**config.mk**
```make
export PLATFORM = sky130hd
export DESIGN_NAME = mcp_ctrl
export DESIGN_NICKNAME = d
export VERILOG_FILES = /design/src/include/mcp_pkg.sv /design/src/logic/mcp_ctrl.sv /design/src/logic/mcp_sync.sv
export SDC_FILE = /design/constraint.sdc
export NUM_CORES = 1
export LEC_CHECK = 0
export BUFFER_PORTS_ARGS = -buffer_cell sky130_fd_sc_hd__buf_2
export CORE_ASPECT_RATIO = 0.75
export CORE_UTILIZATION = 52
export DETAILED_ROUTE_END_ITERATION = 6
export PLACE_DENSITY = 0.82
export SYNTH_ARGS = -nofsm -noshare
export SYNTH_HDL_FRONTEND = slang
export SYNTH_HIERARCHICAL = 1
export SYNTH_SLANG_ARGS = --single-unit
```
**constraint.sdc**
```tcl
create_clock -name i_clk -period 2.8 [get_ports i_clk]
set_clock_uncertainty 0.05 [all_clocks]
set_input_delay 0.28 -clock i_clk [delete_from_list [all_inputs] [get_ports i_clk]]
set_output_delay 0.28 -clock i_clk [all_outputs]
set_load 0.02 [all_outputs]
```
**src/include/mcp_pkg.sv**
```systemverilog
// package of constants and types for the module control pin logic
// assumes one 250 MHz clock and a synchronous active-low reset
package mcp_pkg;

  // ----------------------------------------------------------------
  // clock and timing
  // ----------------------------------------------------------------
  localparam int unsigned CLK_KHZ = 250000;
  // longest time from laser-off request to transmitter dark, in ms
  localparam int unsigned TX_OFF_MAX_MS = 100;
  // longest time from request release to transmitter running, in ms
  localparam int unsigned TX_ON_MAX_MS = 100;
  // longest times as clock cycles, rounded down
  localparam int unsigned TX_OFF_MAX_CYC = TX_OFF_MAX_MS * CLK_KHZ;
  localparam int unsigned TX_ON_MAX_CYC = TX_ON_MAX_MS * CLK_KHZ;

  // ----------------------------------------------------------------
  // synchroniser and reset sequencing
  // ----------------------------------------------------------------
  localparam int unsigned SYNC_STAGES = 2;
  localparam int unsigned PIN_COUNT = 3;
  localparam int unsigned PIN_DESELECT = 0;
  localparam int unsigned PIN_LASER_OFF = 1;
  localparam int unsigned PIN_POWER_DOWN = 2;
  localparam logic [PIN_COUNT-1:0] PIN_RESET_VAL = 3'h1; // deselected, laser on, powered up
  localparam int unsigned RST_CNT_W = 8;
  localparam logic [RST_CNT_W-1:0] RST_PULSE_CYC = 8'h10;
  localparam int unsigned COND_W = 8;
  localparam int unsigned INIT_CNT_W = 32;

  // ----------------------------------------------------------------
  // module life cycle
  // ----------------------------------------------------------------
  typedef enum logic [1:0] {
    MCP_ST_STANDBY,
    MCP_ST_RESET,
    MCP_ST_INIT,
    MCP_ST_READY
  } mcp_state_t;

endpackage : mcp_pkg

```
**src/logic/mcp_ctrl.sv**
```systemverilog
// low-speed control and status pin logic of a pluggable optical module
// assumes the host drives the control pins asynchronously, and that the
// management engine, monitors and receiver sit on i_clk inside the module
//
// Behaviour
// - answer management bus only while deselect low
// - laser off while laser-off request asserted
// - stay in standby while power-down high
// - power-down falling edge starts module reset
// - module-absent pin tied low
// - interrupt low while a condition needs service
// - provide receiver loss-of-signal status
// - not-ready high until module is ready
// - loss-of-signal 0 normal, 1 no signal
// - reset clears everything, management included
// - transmitter off within 100 ms
// - transmitter on within 100 ms
`timescale 1ns/1ps

module mcp_ctrl (
  // clock and reset
  input wire logic i_clk,
  input wire logic i_rst_b,
  // host control pins, asynchronous
  input wire logic i_deselect_b,
  input wire logic i_laser_off_request,
  input wire logic i_power_down,
  // management engine, on i_clk
  input wire logic i_mgmt_sda_pull,
  input wire logic i_init_done,
  // monitors and receiver, on i_clk
  input wire logic [mcp_pkg::COND_W-1:0] i_condition,
  input wire logic i_signal_detect,
  // management data pin, open drain
  output logic o_sda_out,
  output logic o_sda_oe,
  // host status pins
  output logic o_interrupt_b,
  output logic o_module_absent,
  output logic o_module_unready,
  output logic o_receive_signal_lost,
  // internal controls
  output logic o_mgmt_enable,
  output logic o_laser_enable,
  output logic o_low_power,
  output logic o_module_reset_b
);

  // ----------------------------------------------------------------
  // pin synchronisers
  // ----------------------------------------------------------------

  logic [mcp_pkg::PIN_COUNT-1:0] pin_raw;
  logic [mcp_pkg::PIN_COUNT-1:0] pin_sync;

  assign pin_raw[mcp_pkg::PIN_DESELECT] = i_deselect_b;
  assign pin_raw[mcp_pkg::PIN_LASER_OFF] = i_laser_off_request;
  assign pin_raw[mcp_pkg::PIN_POWER_DOWN] = i_power_down;

  // each host pin passes two flip-flops before use
  genvar gi;
  generate
    for (gi = 0; gi < mcp_pkg::PIN_COUNT; gi++)
    begin : g_sync
      mcp_sync #(
        .RESET_VAL(mcp_pkg::PIN_RESET_VAL[gi])
      ) u_sync (
        .i_clk(i_clk),
        .i_rst_b(i_rst_b),
        .i_pin(pin_raw[gi]),
        .o_level(pin_sync[gi])
      );
    end
  endgenerate

  logic deselected;
  logic laser_off;
  logic power_down;

  assign deselected = pin_sync[mcp_pkg::PIN_DESELECT];
  assign laser_off = pin_sync[mcp_pkg::PIN_LASER_OFF];
  assign power_down = pin_sync[mcp_pkg::PIN_POWER_DOWN];

  // ----------------------------------------------------------------
  // power-down edge detection
  // ----------------------------------------------------------------

  logic power_down_prev;
  logic power_down_fall;

  // previous value of the synchronised level, not of the first stage
  always_ff @(posedge i_clk)
  begin
    if (!i_rst_b)
    begin
      power_down_prev <= 1'b0;
    end
    else
    begin
      power_down_prev <= power_down;
    end
  end

  assign power_down_fall = power_down_prev && !power_down;

  // ----------------------------------------------------------------
  // life cycle state machine
  // ----------------------------------------------------------------

  mcp_pkg::mcp_state_t state;
  mcp_pkg::mcp_state_t next_state;
  logic [mcp_pkg::RST_CNT_W-1:0] rst_cnt;
  logic rst_done;

  assign rst_done = (rst_cnt == mcp_pkg::RST_PULSE_CYC);

  // standby wins over everything; a falling edge restarts the reset
  always_comb
  begin
    next_state = state;
    if (power_down)
    begin
      next_state = mcp_pkg::MCP_ST_STANDBY;
    end
    else if (power_down_fall)
    begin
      next_state = mcp_pkg::MCP_ST_RESET;
    end
    else
    begin
      case (state)
        mcp_pkg::MCP_ST_STANDBY:
        begin
          next_state = mcp_pkg::MCP_ST_RESET;
        end
        mcp_pkg::MCP_ST_RESET:
        begin
          if (rst_done)
          begin
            next_state = mcp_pkg::MCP_ST_INIT;
          end
        end
        mcp_pkg::MCP_ST_INIT:
        begin
          if (i_init_done)
          begin
            next_state = mcp_pkg::MCP_ST_READY;
          end
        end
        default:
        begin
          next_state = mcp_pkg::MCP_ST_READY;
        end
      endcase
    end
  end

  // power-up behaves like a power-down release: a full reset first
  always_ff @(posedge i_clk)
  begin
    if (!i_rst_b)
    begin
      state <= mcp_pkg::MCP_ST_RESET;
    end
    else
    begin
      state <= next_state;
    end
  end

  // reset pulse length counter, restarted on every entry to reset
  always_ff @(posedge i_clk)
  begin
    if (!i_rst_b)
    begin
      rst_cnt <= '0;
    end
    else if (next_state != mcp_pkg::MCP_ST_RESET || state != mcp_pkg::MCP_ST_RESET)
    begin
      rst_cnt <= '0;
    end
    else if (!rst_done)
    begin
      rst_cnt <= rst_cnt + 1'b1;
    end
  end

  logic running;

  assign running = (state == mcp_pkg::MCP_ST_INIT) || (state == mcp_pkg::MCP_ST_READY);

  // ----------------------------------------------------------------
  // module-wide reset and power control
  // ----------------------------------------------------------------

  // held low through standby and the reset pulse, clearing all state
  always_ff @(posedge i_clk)
  begin
    if (!i_rst_b)
    begin
      o_module_reset_b <= 1'b0;
      o_low_power <= 1'b0;
    end
    else
    begin
      o_module_reset_b <= (next_state == mcp_pkg::MCP_ST_INIT) ||
                          (next_state == mcp_pkg::MCP_ST_READY);
      o_low_power <= (next_state == mcp_pkg::MCP_ST_STANDBY);
    end
  end

  // ----------------------------------------------------------------
  // management bus gating
  // ----------------------------------------------------------------

  // the engine is enabled only when selected and out of reset
  always_ff @(posedge i_clk)
  begin
    if (!i_rst_b)
    begin
      o_mgmt_enable <= 1'b0;
    end
    else
    begin
      o_mgmt_enable <= !deselected && running;
    end
  end

  // data pin only ever pulls low, and only while enabled
  assign o_sda_out = 1'b0;
  assign o_sda_oe = o_mgmt_enable && i_mgmt_sda_pull;

  // ----------------------------------------------------------------
  // laser transmitter control
  // ----------------------------------------------------------------

  // three cycles from pin to laser both ways, far inside both limits
  always_ff @(posedge i_clk)
  begin
    if (!i_rst_b)
    begin
      o_laser_enable <= 1'b0;
    end
    else
    begin
      o_laser_enable <= !laser_off && running;
    end
  end

  // ----------------------------------------------------------------
  // status pins
  // ----------------------------------------------------------------

  // presence pin is grounded inside the module
  assign o_module_absent = 1'b0;

  // status outputs registered from the conditions, signal detect and the life cycle state
  always_ff @(posedge i_clk)
  begin
    if (!i_rst_b)
    begin
      o_interrupt_b <= 1'b1;
      o_module_unready <= 1'b1;
      o_receive_signal_lost <= 1'b1;
    end
    else
    begin
      o_interrupt_b <= !(running && (|i_condition));
      o_module_unready <= (state != mcp_pkg::MCP_ST_READY);
      o_receive_signal_lost <= !(running && i_signal_detect);
    end
  end

endmodule : mcp_ctrl

```
**src/logic/mcp_sync.sv**
```systemverilog
// two flip-flop synchroniser for one asynchronous pin
// assumes the pin is a static level from outside the clock domain
`timescale 1ns/1ps

module mcp_sync #(
  parameter logic RESET_VAL = 1'b0
) (
  // clock and reset
  input wire logic i_clk,
  input wire logic i_rst_b,
  // pin side
  input wire logic i_pin,
  // synchronised level
  output logic o_level
);

  logic meta;

  // first stage feeds only the second stage
  always_ff @(posedge i_clk)
  begin
    if (!i_rst_b)
    begin
      meta <= RESET_VAL;
      o_level <= RESET_VAL;
    end
    else
    begin
      meta <= i_pin;
      o_level <= meta;
    end
  end

endmodule : mcp_sync

```
==> impl_metrics.csv, run 1 <==
group,metric,value,unit
floorplan,core-area,1560,um^2
floorplan,die_h,38.2,um
run,drv_cap,0,
floorplan,num_io_pins,26,
setup_path,timing.rr.start,"rst_cnt[0]",
clock_tree,clk_pin_slew_worst_paths,0.12,ns
global_routing,grt_usage,20.0,%
timing,relSlewSlack,60.7,%
min_path,hp-start,"i_deselect_b",
final_layout,area_delta_synth_final,20.1,%
detailed_routing,vias,714,
final_layout,fin_area,1090,um^2
final_layout,final_util,70.0,%
place,post-place-ws,1.06,ns
global_routing,grt_overflow,0,
pwr,pwr_density_cell,595,nW/um^2
clock_tree,ctsResizeCount,0,
setup_path,reg2reg_slack,1.04,ns
min_path,worst_hold_path.endpoint,"g_sync[0].u_sync/meta",
setup_path,critPathMostFrequentCell,"nor4b_1",
clock_tree,cts_tree,"built",
place,gp_congestion,0.785,
pwr,p_leak,0.440,nW
detailed_routing,remaining_drc_errors,0,
synth,synth_cell_types,28,
synth,ys_ff_latch,24,
floorplan,row_count,12,
setup_path,critical_path.top_delay_family,"simple AND/OR/NAND/NOR gates",
synth,syn_area_per_cell,10.2,um^2
place,place_inst,132,
setup_path,cp.arrival,1.93,ns
global_routing,grt_max_degree,16,
floorplan,die_area,1920,um^2
setup_path,critPathSlowestCell,"nor4b_1",
clock_tree,numCtsBuffers,3,
detailed_routing,drt_iter0_drc,21,
final_layout,nets,134,
clock_tree,clk_path_buf_depth,2,
global_routing,grt_pass1_wl,2820,um
setup_path,criticalPathCategory,"register to register",
floorplan,dieWidth,50.3,um
setup_path,reg2reg_to,"o_module_reset_b",
timing,max_freq,567,MHz
setup_path,slowest_delay,0.49,ns
min_path,hold_class,"input pin to register",
clock_tree,clk_root_buffer_cell,"clkbuf_4",
pwr,power.total,0.650,mW
global_routing,grt_pass1_vias,650,
setup_path,ff2ff_path_depth,5,
setup_path,path_max_fanout,6,
pwr,ir_drop,0.439,mV
global_routing,antenna_found_initial,0,
clock_tree,cts_sinks,24,
setup_path,crit_path_end_kind,"register",
detailed_routing,antenna_left,0,
synth,yosysWarnings,6,
timing,worst_slack,1.04,ns
clock_tree,cts_hold_buf,0,
place,hpwl,1280,um
setup_path,cp.required,2.96,ns
timing,setup_viol,0,
setup_path,path_cells,"inv_1 > ha_1 > nor4b_1 > a31oi_1 > nor4b_1",
clock_tree,post_cts_buffers,0,
detailed_routing,vias_per_cell,5.25,
timing,tns,0,ns
setup_path,setup.worst_path.start_class,"register",
synth,synth_area,911,um^2
detailed_routing,totalWireLength,1620,um
setup_path,path_buf_inv,1,
timing,tightest_slew,0.582,ns
clock_tree,cts_htree_levels,1,
final_layout,drive_gt1_share,27.8,%
place,io_buffers,23,
final_layout,antenna_cells,0,
clock_tree,clk_latency,0.31,ns
status,status,"finished, final reports clean",
final_layout,final_cells,136,
timing,rsz0062_at_grt,"false",
detailed_routing,drt_pass1_iterations,4,
timing,holdWs,0.0895,ns
synth,synth_cells,89,
timing,period_needed,1.76,ns
detailed_routing,wl_per_cell,11.9,um
timing,fin_crit_sh,63.0,%
timing,slew_violations,0,
min_path,holdPathStages,2,
timing,hold_viol_final,0,
place,place_area,1040,um^2
final_layout,fillers,122,
floorplan,start_util,58.3,%
synth,ys_seq_area_share,52.7,%
==> synthesized netlist by cell type <==
master	count	area (um^2)
dfxtp_1	24	480
and2_1	8	50.1
nand3_1	7	35.0
a21oi_1	5	25.0
nor2_1	4	15.0
nor4b_1	4	35.0
o21ai_0	4	20.0
nand2_1	3	11.3
nand2b_1	3	18.8
nor4_1	3	18.8
buf_4	2	15.0
ha_1	2	25.0
inv_1	2	7.51
nor3_1	2	10.0
o31ai_1	2	15.0
xnor2_1	2	17.5
a21o_1	1	7.51
a31oi_1	1	6.26
and4bb_2	1	12.5
conb_1	1	3.75
nor3b_1	1	7.51
o31ai_4	1	21.3
or3_1	1	6.26
or3_2	1	7.51
or3b_2	1	8.76
or4_1	1	7.51
or4b_4	1	13.8
xor2_1	1	8.76
==> how the worst max path moves through the flow <==
stage                     startpoint  cells past startpoint  slack, ns               end
final                     rst_cnt[0]                      5       1.04  o_module_reset_b
after global routing      rst_cnt[0]                      5       0.85  o_module_reset_b
after CTS                 rst_cnt[0]                      5       1.04  o_module_reset_b
after detailed placement  rst_cnt[0]                      5       1.06  o_module_reset_b
after global placement    rst_cnt[0]                      5       1.15        rst_cnt[0]
after floorplan           rst_cnt[0]                      5       1.22        rst_cnt[0]
==> final cells by class <==
type	count	area [um^2]	share of cell area, %
timing repair buffer	23	115	10.5
sequential	24	480	43.9
clock inverter	1	30.0	2.75
inverter	2	7.51	0.686
multi-input combinational	62	412	37.6
tap	21	26.3	2.40
clock buffer	3	22.5	2.06
==> per-layer routing <==
metal | vias to the layer above | wire length [um] | share of wire, % | track usage (%)
met5 | - | 0 | 0 | 0
met4 | 0 | 11 | 0.68 | 3.47
met3 | 2 | 100 | 6.2 | 6.75
met2 | 25 | 760 | 47 | 33.3
met1 | 318 | 745 | 46 | 25.7
li1 | 369 | - | - | -
==> kinds of logic after synthesis <==
group,Yosys count,synth area share [%]
xor+xnor,3,2.89
flops,24,52.7
buf+inv,4,2.47
simple gates,41,28.3
other cells,1,0.412
compound gates,14,10.4
fa+ha+maj,2,2.75
==> registers in the layout, indices dropped and copies added, names as in the netlist <==
register	flops
g_sync.u_sync/o_level	3
o_interrupt_b	1
g_sync.u_sync/meta	3
o_mgmt_enable	1
o_low_power	1
o_module_reset_b	1
state	2
rst_cnt	8
o_module_unready	1
o_receive_signal_lost	1
power_down_prev	1
o_laser_enable	1
==> cell usage in the layout, fill, tap and decap left out, types with 3 or more instances in the layout <==
cell,count
nor4b_1,4
nor2_1,4
buf_2,23
nand2b_1,3
nor4_1,3
clkbuf_4,3
nand3_1,7
o21ai_0,4
a21oi_1,5
nand2_1,3
and2_1,8
dfxtp_1,24
==> power by group <==
part	total [mW]	internal [mW]	switching [mW]	leakage, nW
sequential	0.359	0.350	0.00867	0.196
clock	0.245	0.145	0.100	0.0279
combinational	0.0465	0.0229	0.0236	0.217
Note: power is estimated with default switching activity, not from simulation.
==> run 2: changes to the inputs <==
Settings changed: CORE_UTILIZATION 52 to 49, PLACE_DENSITY 0.82 to 0.78.
Clock period 2.8 ns to 1.7 ns, I/O delays scaled along.
==> run 2 against run 1 <==
Via count up 1.3%. Cell count rose by 5.1%. First-iteration DRC count shrank 38%. Critical path type unchanged. Critical endpoint is now rst_cnt[0]. Largest power group unchanged.
==> impl_metrics.csv, run 2 (same netlist as run 1, synthesis figures left out) <==
group,metric,value,unit
min_path,worst_hold_path.endpoint,"g_sync[1].u_sync/meta",
place,hpwl,1210,um
detailed_routing,antenna_left,0,
clock_tree,clk_latency,0.30,ns
final_layout,antenna_cells,0,
timing,slew_violations,0,
place,gp_congestion,0.862,
clock_tree,clk_root_buffer_cell,"clkbuf_4",
setup_path,cp.required,1.84,ns
global_routing,grt_pass1_wl,2370,um
timing,period_needed,1.60,ns
timing,hold_viol_final,0,
pwr,power.total,0.968,mW
clock_tree,clk_pin_slew_worst_paths,0.12,ns
detailed_routing,vias,723,
detailed_routing,totalWireLength,1600,um
place,io_buffers,23,
floorplan,start_util,52.3,%
status,status,"finished, final reports clean",
detailed_routing,drt_pass1_iterations,4,
final_layout,largest_register_ff_count,8,
clock_tree,clk_path_buf_depth,2,
global_routing,grt_pass1_vias,567,
place,place_area,1060,um^2
final_layout,largest_register,"rst_cnt",
global_routing,grt_overflow,0,
clock_tree,cts_htree_levels,1,
final_layout,nets,140,
setup_path,ff2ff_path_depth,5,
detailed_routing,vias_per_cell,5.06,
setup_path,reg2reg_to,"rst_cnt[0]",
detailed_routing,wl_per_cell,11.2,um
pwr,pwr_density_cell,856,nW/um^2
run,drv_cap,0,
setup_path,reg2reg_slack,0.1,ns
final_layout,drive_gt1_share,28.9,%
setup_path,timing.rr.start,"rst_cnt[0]",
pwr,p_leak,0.461,nW
timing,tns,0,ns
clock_tree,ctsResizeCount,0,
min_path,hold_class,"input pin to register",
detailed_routing,remaining_drc_errors,0,
floorplan,die_h,39.3,um
clock_tree,numCtsBuffers,3,
floorplan,num_io_pins,26,
setup_path,crit_path_end_kind,"register",
floorplan,die_area,2040,um^2
global_routing,grt_max_degree,16,
floorplan,core-area,1740,um^2
final_layout,final_common_cell,"dfxtp_1",
timing,worst_slack,0.0995,ns
global_routing,antenna_found_initial,0,
setup_path,path_max_fanout,5,
min_path,hp-start,"i_laser_off_request",
final_layout,fillers,152,
timing,fin_crit_sh,94.1,%
final_layout,layout_common_cells,"dfxtp_1, buf_2, and2_1",
setup_path,criticalPathCategory,"register to register",
final_layout,area_delta_synth_final,24.2,%
setup_path,setup.worst_path.start_class,"register",
floorplan,row_count,13,
final_layout,fin_area,1130,um^2
floorplan,dieWidth,51.8,um
min_path,holdPathStages,2,
place,post-place-ws,0.0638,ns
global_routing,grt_usage,16.3,%
final_layout,reg_top3,"rst_cnt: 8 flops, g_sync.u_sync/meta: 3 flops, g_sync.u_sync/o_level: 3 flops",
setup_path,cp.arrival,1.75,ns
clock_tree,cts_sinks,24,
timing,max_freq,625,MHz
clock_tree,cts_tree,"built",
timing,setup_viol,0,
timing,rsz0062_at_grt,"false",
pwr,ir_drop,0.770,mV
detailed_routing,drt_iter0_drc,13,
-- run 2: cell types whose count changed in the layout (fill, tap and decap cells not counted), sizes merged --
cell         delta
buf             +3
bufinv          -1
clkbuf          +1
dlygate4sd3     +3
-- run 2: final cells by class --
cell class	instances	area [um^2]	area share (%)
clock buffer	4	36.3	3.21
inverter	2	7.51	0.664
multi-input combinational	62	412	36.4
sequential	24	480	42.5
tap	22	27.5	2.43
timing repair buffer	29	168	14.8
-- run 2: critical path: stages (launching register included) --
cell and delay (ns):
dfxtp_1 0.33, inv_1 0.07, ha_1 0.15, or4b_4 0.50
o31ai_4 0.29, nor3_1 0.10
-- run 2: routing by layer --
layer  routed length, um  global-route usage (%)  vias to the layer above
met1                 806                    21.5                      318
met5                   0                       0                        -
li1                    -                       -                      378
met4                  14                    4.73                        0
met3                  92                    6.20                        2
met2                 691                    24.7                       25
-- run 2: worst max path at each step --
stage / from / end / cells after the start
2_1_floorplan: rst_cnt[0] / rst_cnt[0] / 5
3_3_place_gp: rst_cnt[0] / rst_cnt[0] / 5
3_5_place_dp: rst_cnt[0] / rst_cnt[0] / 5
4_1_cts: rst_cnt[0] / rst_cnt[0] / 5
5_1_grt: rst_cnt[0] / rst_cnt[4] / 5
6_report: rst_cnt[0] / rst_cnt[0] / 5
-- run 2: power by group --
| part | internal, mW | switching, mW | total [mW] | leakage, nW |
|---|---|---|---|---|
| combinational | 0.0515 | 0.0475 | 0.0990 | 0.244 |
| clock | 0.131 | 0.154 | 0.285 | 0.0210 |
| sequential | 0.576 | 0.00813 | 0.585 | 0.196 |
-- run 2: through the flow --
step           utilization, %  instances  hold slack, ns
2_1_floorplan               -         90           0.191
3_3_place_gp             61.2        136           0.300
3_5_place_dp             61.2        136           0.308
4_1_cts                  64.4        142         0.00319
5_1_grt                  65.0        143         0.00253
6_report                 65.0        143          0.0151
-- run 2: timing repair --
item,CTS,global route
hold buffers,2,1
setup endpoints to repair,0,4
hold endpoints to repair,2,1
setup buffers,0,0
==> run 3: changes to the inputs <==
Settings changed: BUFFER_PORTS_ARGS -buffer_cell sky130_fd_sc_hd__buf_2 to -buffer_cell sky130_fd_sc_hd__clkbuf_2.
==> run 3 against run 2 <==
First-iteration DRC count is 23% higher. Sequential cell count stayed put. Register-to-register slack worse by 0.02 ns. Hold slack improved by 0.10 ns. Clock-buffer cell count shrank 1. Utilization up 0.14 points. Setup slack lost 0.020 ns. Routed wire length rose by 1.7%. Critical path depth is the same. Die area unchanged. Global-route usage grew 0.61 points. Critical path type unchanged. Largest cell class unchanged.
==> impl_metrics.csv, run 3 (same netlist as run 1, synthesis figures left out) <==
group,metric,value,unit
place,post-place-ws,0.0640,ns
floorplan,dieWidth,51.8,um
pwr,ir_drop,0.659,mV
timing,hold_viol_final,0,
detailed_routing,vias,744,
final_layout,layout_common_cells,"dfxtp_1, clkbuf_2, and2_1",
final_layout,largest_register_ff_count,8,
run,drv_cap,0,
timing,rsz0062_at_grt,"false",
clock_tree,clk_root_buffer_cell,"clkbuf_4",
timing,period_needed,1.62,ns
pwr,p_int,0.712,mW
pwr,pwr_density_cell,812,nW/um^2
clock_tree,cts_htree_levels,1,
setup_path,cp.arrival,1.77,ns
setup_path,critical_path.top_delay_family,"simple AND/OR/NAND/NOR gates",
place,io_buffers,23,
global_routing,grt_overflow,0,
final_layout,nets,141,
setup_path,slowest_delay,0.51,ns
pwr,sw_frac_of_total,22.6,%
floorplan,num_io_pins,26,
final_layout,largest_register,"rst_cnt",
detailed_routing,remaining_drc_errors,0,
setup_path,cp.required,1.85,ns
final_layout,reg_top3,"rst_cnt: 8 flops, g_sync.u_sync/meta: 3 flops, g_sync.u_sync/o_level: 3 flops",
setup_path,critPathSlowestCell,"or4b_4",
global_routing,grt_pass1_vias,580,
global_routing,grt_max_degree,16,
clock_tree,cts_tree,"built",
timing,worst_slack,0.0799,ns
pwr,comb_power_share,10.9,%
global_routing,grt_usage,16.9,%
floorplan,core-area,1740,um^2
floorplan,row_count,13,
detailed_routing,drt_iter0_drc,16,
final_layout,area_delta_synth_final,24.5,%
final_layout,final_util,65.1,%
setup_path,crit_path_end,"rst_cnt[0]",
timing,setup_viol,0,
clock_tree,clk_pin_slew_worst_paths,0.12,ns
setup_path,reg2reg_to,"rst_cnt[0]",
setup_path,ff2ff_path_depth,5,
floorplan,die_h,39.3,um
detailed_routing,drt_pass1_iterations,4,
place,gp_congestion,0.855,
setup_path,reg2reg_slack,0.08,ns
clock_tree,clk_path_buf_depth,2,
setup_path,criticalPathCategory,"register to register",
clock_tree,cts_sinks,24,
setup_path,crit_path_end_kind,"register",
floorplan,die_area,2040,um^2
detailed_routing,wl_per_cell,11.4,um
timing,fin_crit_sh,95.3,%
final_layout,antenna_cells,0,
floorplan,start_util,52.3,%
min_path,hold_class,"input pin to register",
pwr,p_seq_share,63.5,%
clock_tree,clk_latency,0.30,ns
setup_path,timing.rr.start,"rst_cnt[0]",
setup_path,worstSetupPathDepth,5,
pwr,switching_power,0.209,mW
status,status,"finished, final reports clean",
setup_path,path_cells,"inv_1 > ha_1 > or4b_4 > o31ai_4 > nor3_1",
setup_path,startpoint,"rst_cnt[0]",
timing,max_freq,617,MHz
pwr,p_leak,0.461,nW
clock_tree,numCtsBuffers,3,
pwr,clkPwrFrac,25.6,%
timing,tns,0,ns
final_layout,drive_gt1_share,28.9,%
detailed_routing,vias_per_cell,5.20,
setup_path,setup.worst_path.start_class,"register",
setup_path,path_buf_inv,1,
detailed_routing,antenna_left,0,
detailed_routing,totalWireLength,1630,um
setup_path,path_max_fanout,5,
place,hpwl,1230,um
timing,slew_violations,0,
global_routing,grt_pass1_wl,2360,um
final_layout,final_common_cell,"dfxtp_1",
global_routing,antenna_found_initial,0,
-- run 3: cell count changes in the layout (fill, tap and decap cells not counted), sizes merged --
cell and delta:
buf -23, clkbuf +22, dlygate4sd3 +1
-- run 3: final cells by class --
| class | count | area (um^2) |
|---|---|---|
| inverters | 2 | 7.51 |
| flip-flops and latches | 24 | 480 |
| well taps | 22 | 27.5 |
| fillers | 148 | 607 |
| repair buffers | 30 | 178 |
| clock buffers | 3 | 22.5 |
| multi-input cells | 62 | 418 |
-- run 3: power by group through the flow --
stage | Sequential, mW | Combinational (mW) | Clock (mW)
after floorplan | 0.600 | 0.0498 | 0
after global placement | 0.597 | 0.0893 | 0
after detailed placement | 0.598 | 0.0912 | 0
after CTS | 0.585 | 0.0976 | 0.250
after global routing | 0.587 | 0.111 | 0.261
final | 0.585 | 0.100 | 0.236
-- run 3: worst min path at each step --
stage / slack (ns) / from / cells after the start / end
3_3_place_gp: 0.30 / i_deselect_b / 2 / g_sync[0].u_sync/meta
6_report: 0.12 / i_condition[6] / 3 / o_interrupt_b
2_1_floorplan: 0.19 / i_rst_b / 1 / state[0]
4_1_cts: 0.002 / i_power_down / 2 / g_sync[2].u_sync/meta
5_1_grt: 0.12 / i_condition[6] / 3 / o_interrupt_b
3_5_place_dp: 0.30 / i_signal_detect / 2 / o_receive_signal_lost
-- run 3: through the flow --
step	cell area [um^2]	power [mW]	instances	hold WS, ns
5_1_grt	1130	0.959	143	0.123
4_1_cts	1120	0.933	142	0.00152
3_5_place_dp	1060	0.689	136	0.301
3_3_place_gp	1060	0.686	136	0.300
2_1_floorplan	915	0.650	90	0.191
6_report	1130	0.921	143	0.118
-- run 3: worst register-to-register path, stage by stage (launching register included) --
cell and delay [ns]:
dfxtp_1 0.34, inv_1 0.08, ha_1 0.16, or4b_4 0.51, o31ai_4 0.28, nor3_1 0.10
-- run 3: per-layer routing --
layer  GRT usage [%]  share of wire [%]  vias up
met4            8.11                1.2        0
met1            20.1                 48      337
met2            27.3                 44       26
met5               0                  0        -
met3            6.20                7.2        2
li1                -                  -      379
-- run 3: what timing repair did --
item | 4_1_cts | 5_1_grt
hold buffers | 3 | 1
buffers inserted | 0 | 0
setup endpoints to repair | 0 | 8
hold endpoints to repair | 3 | 1
resized for setup | 0 | 2
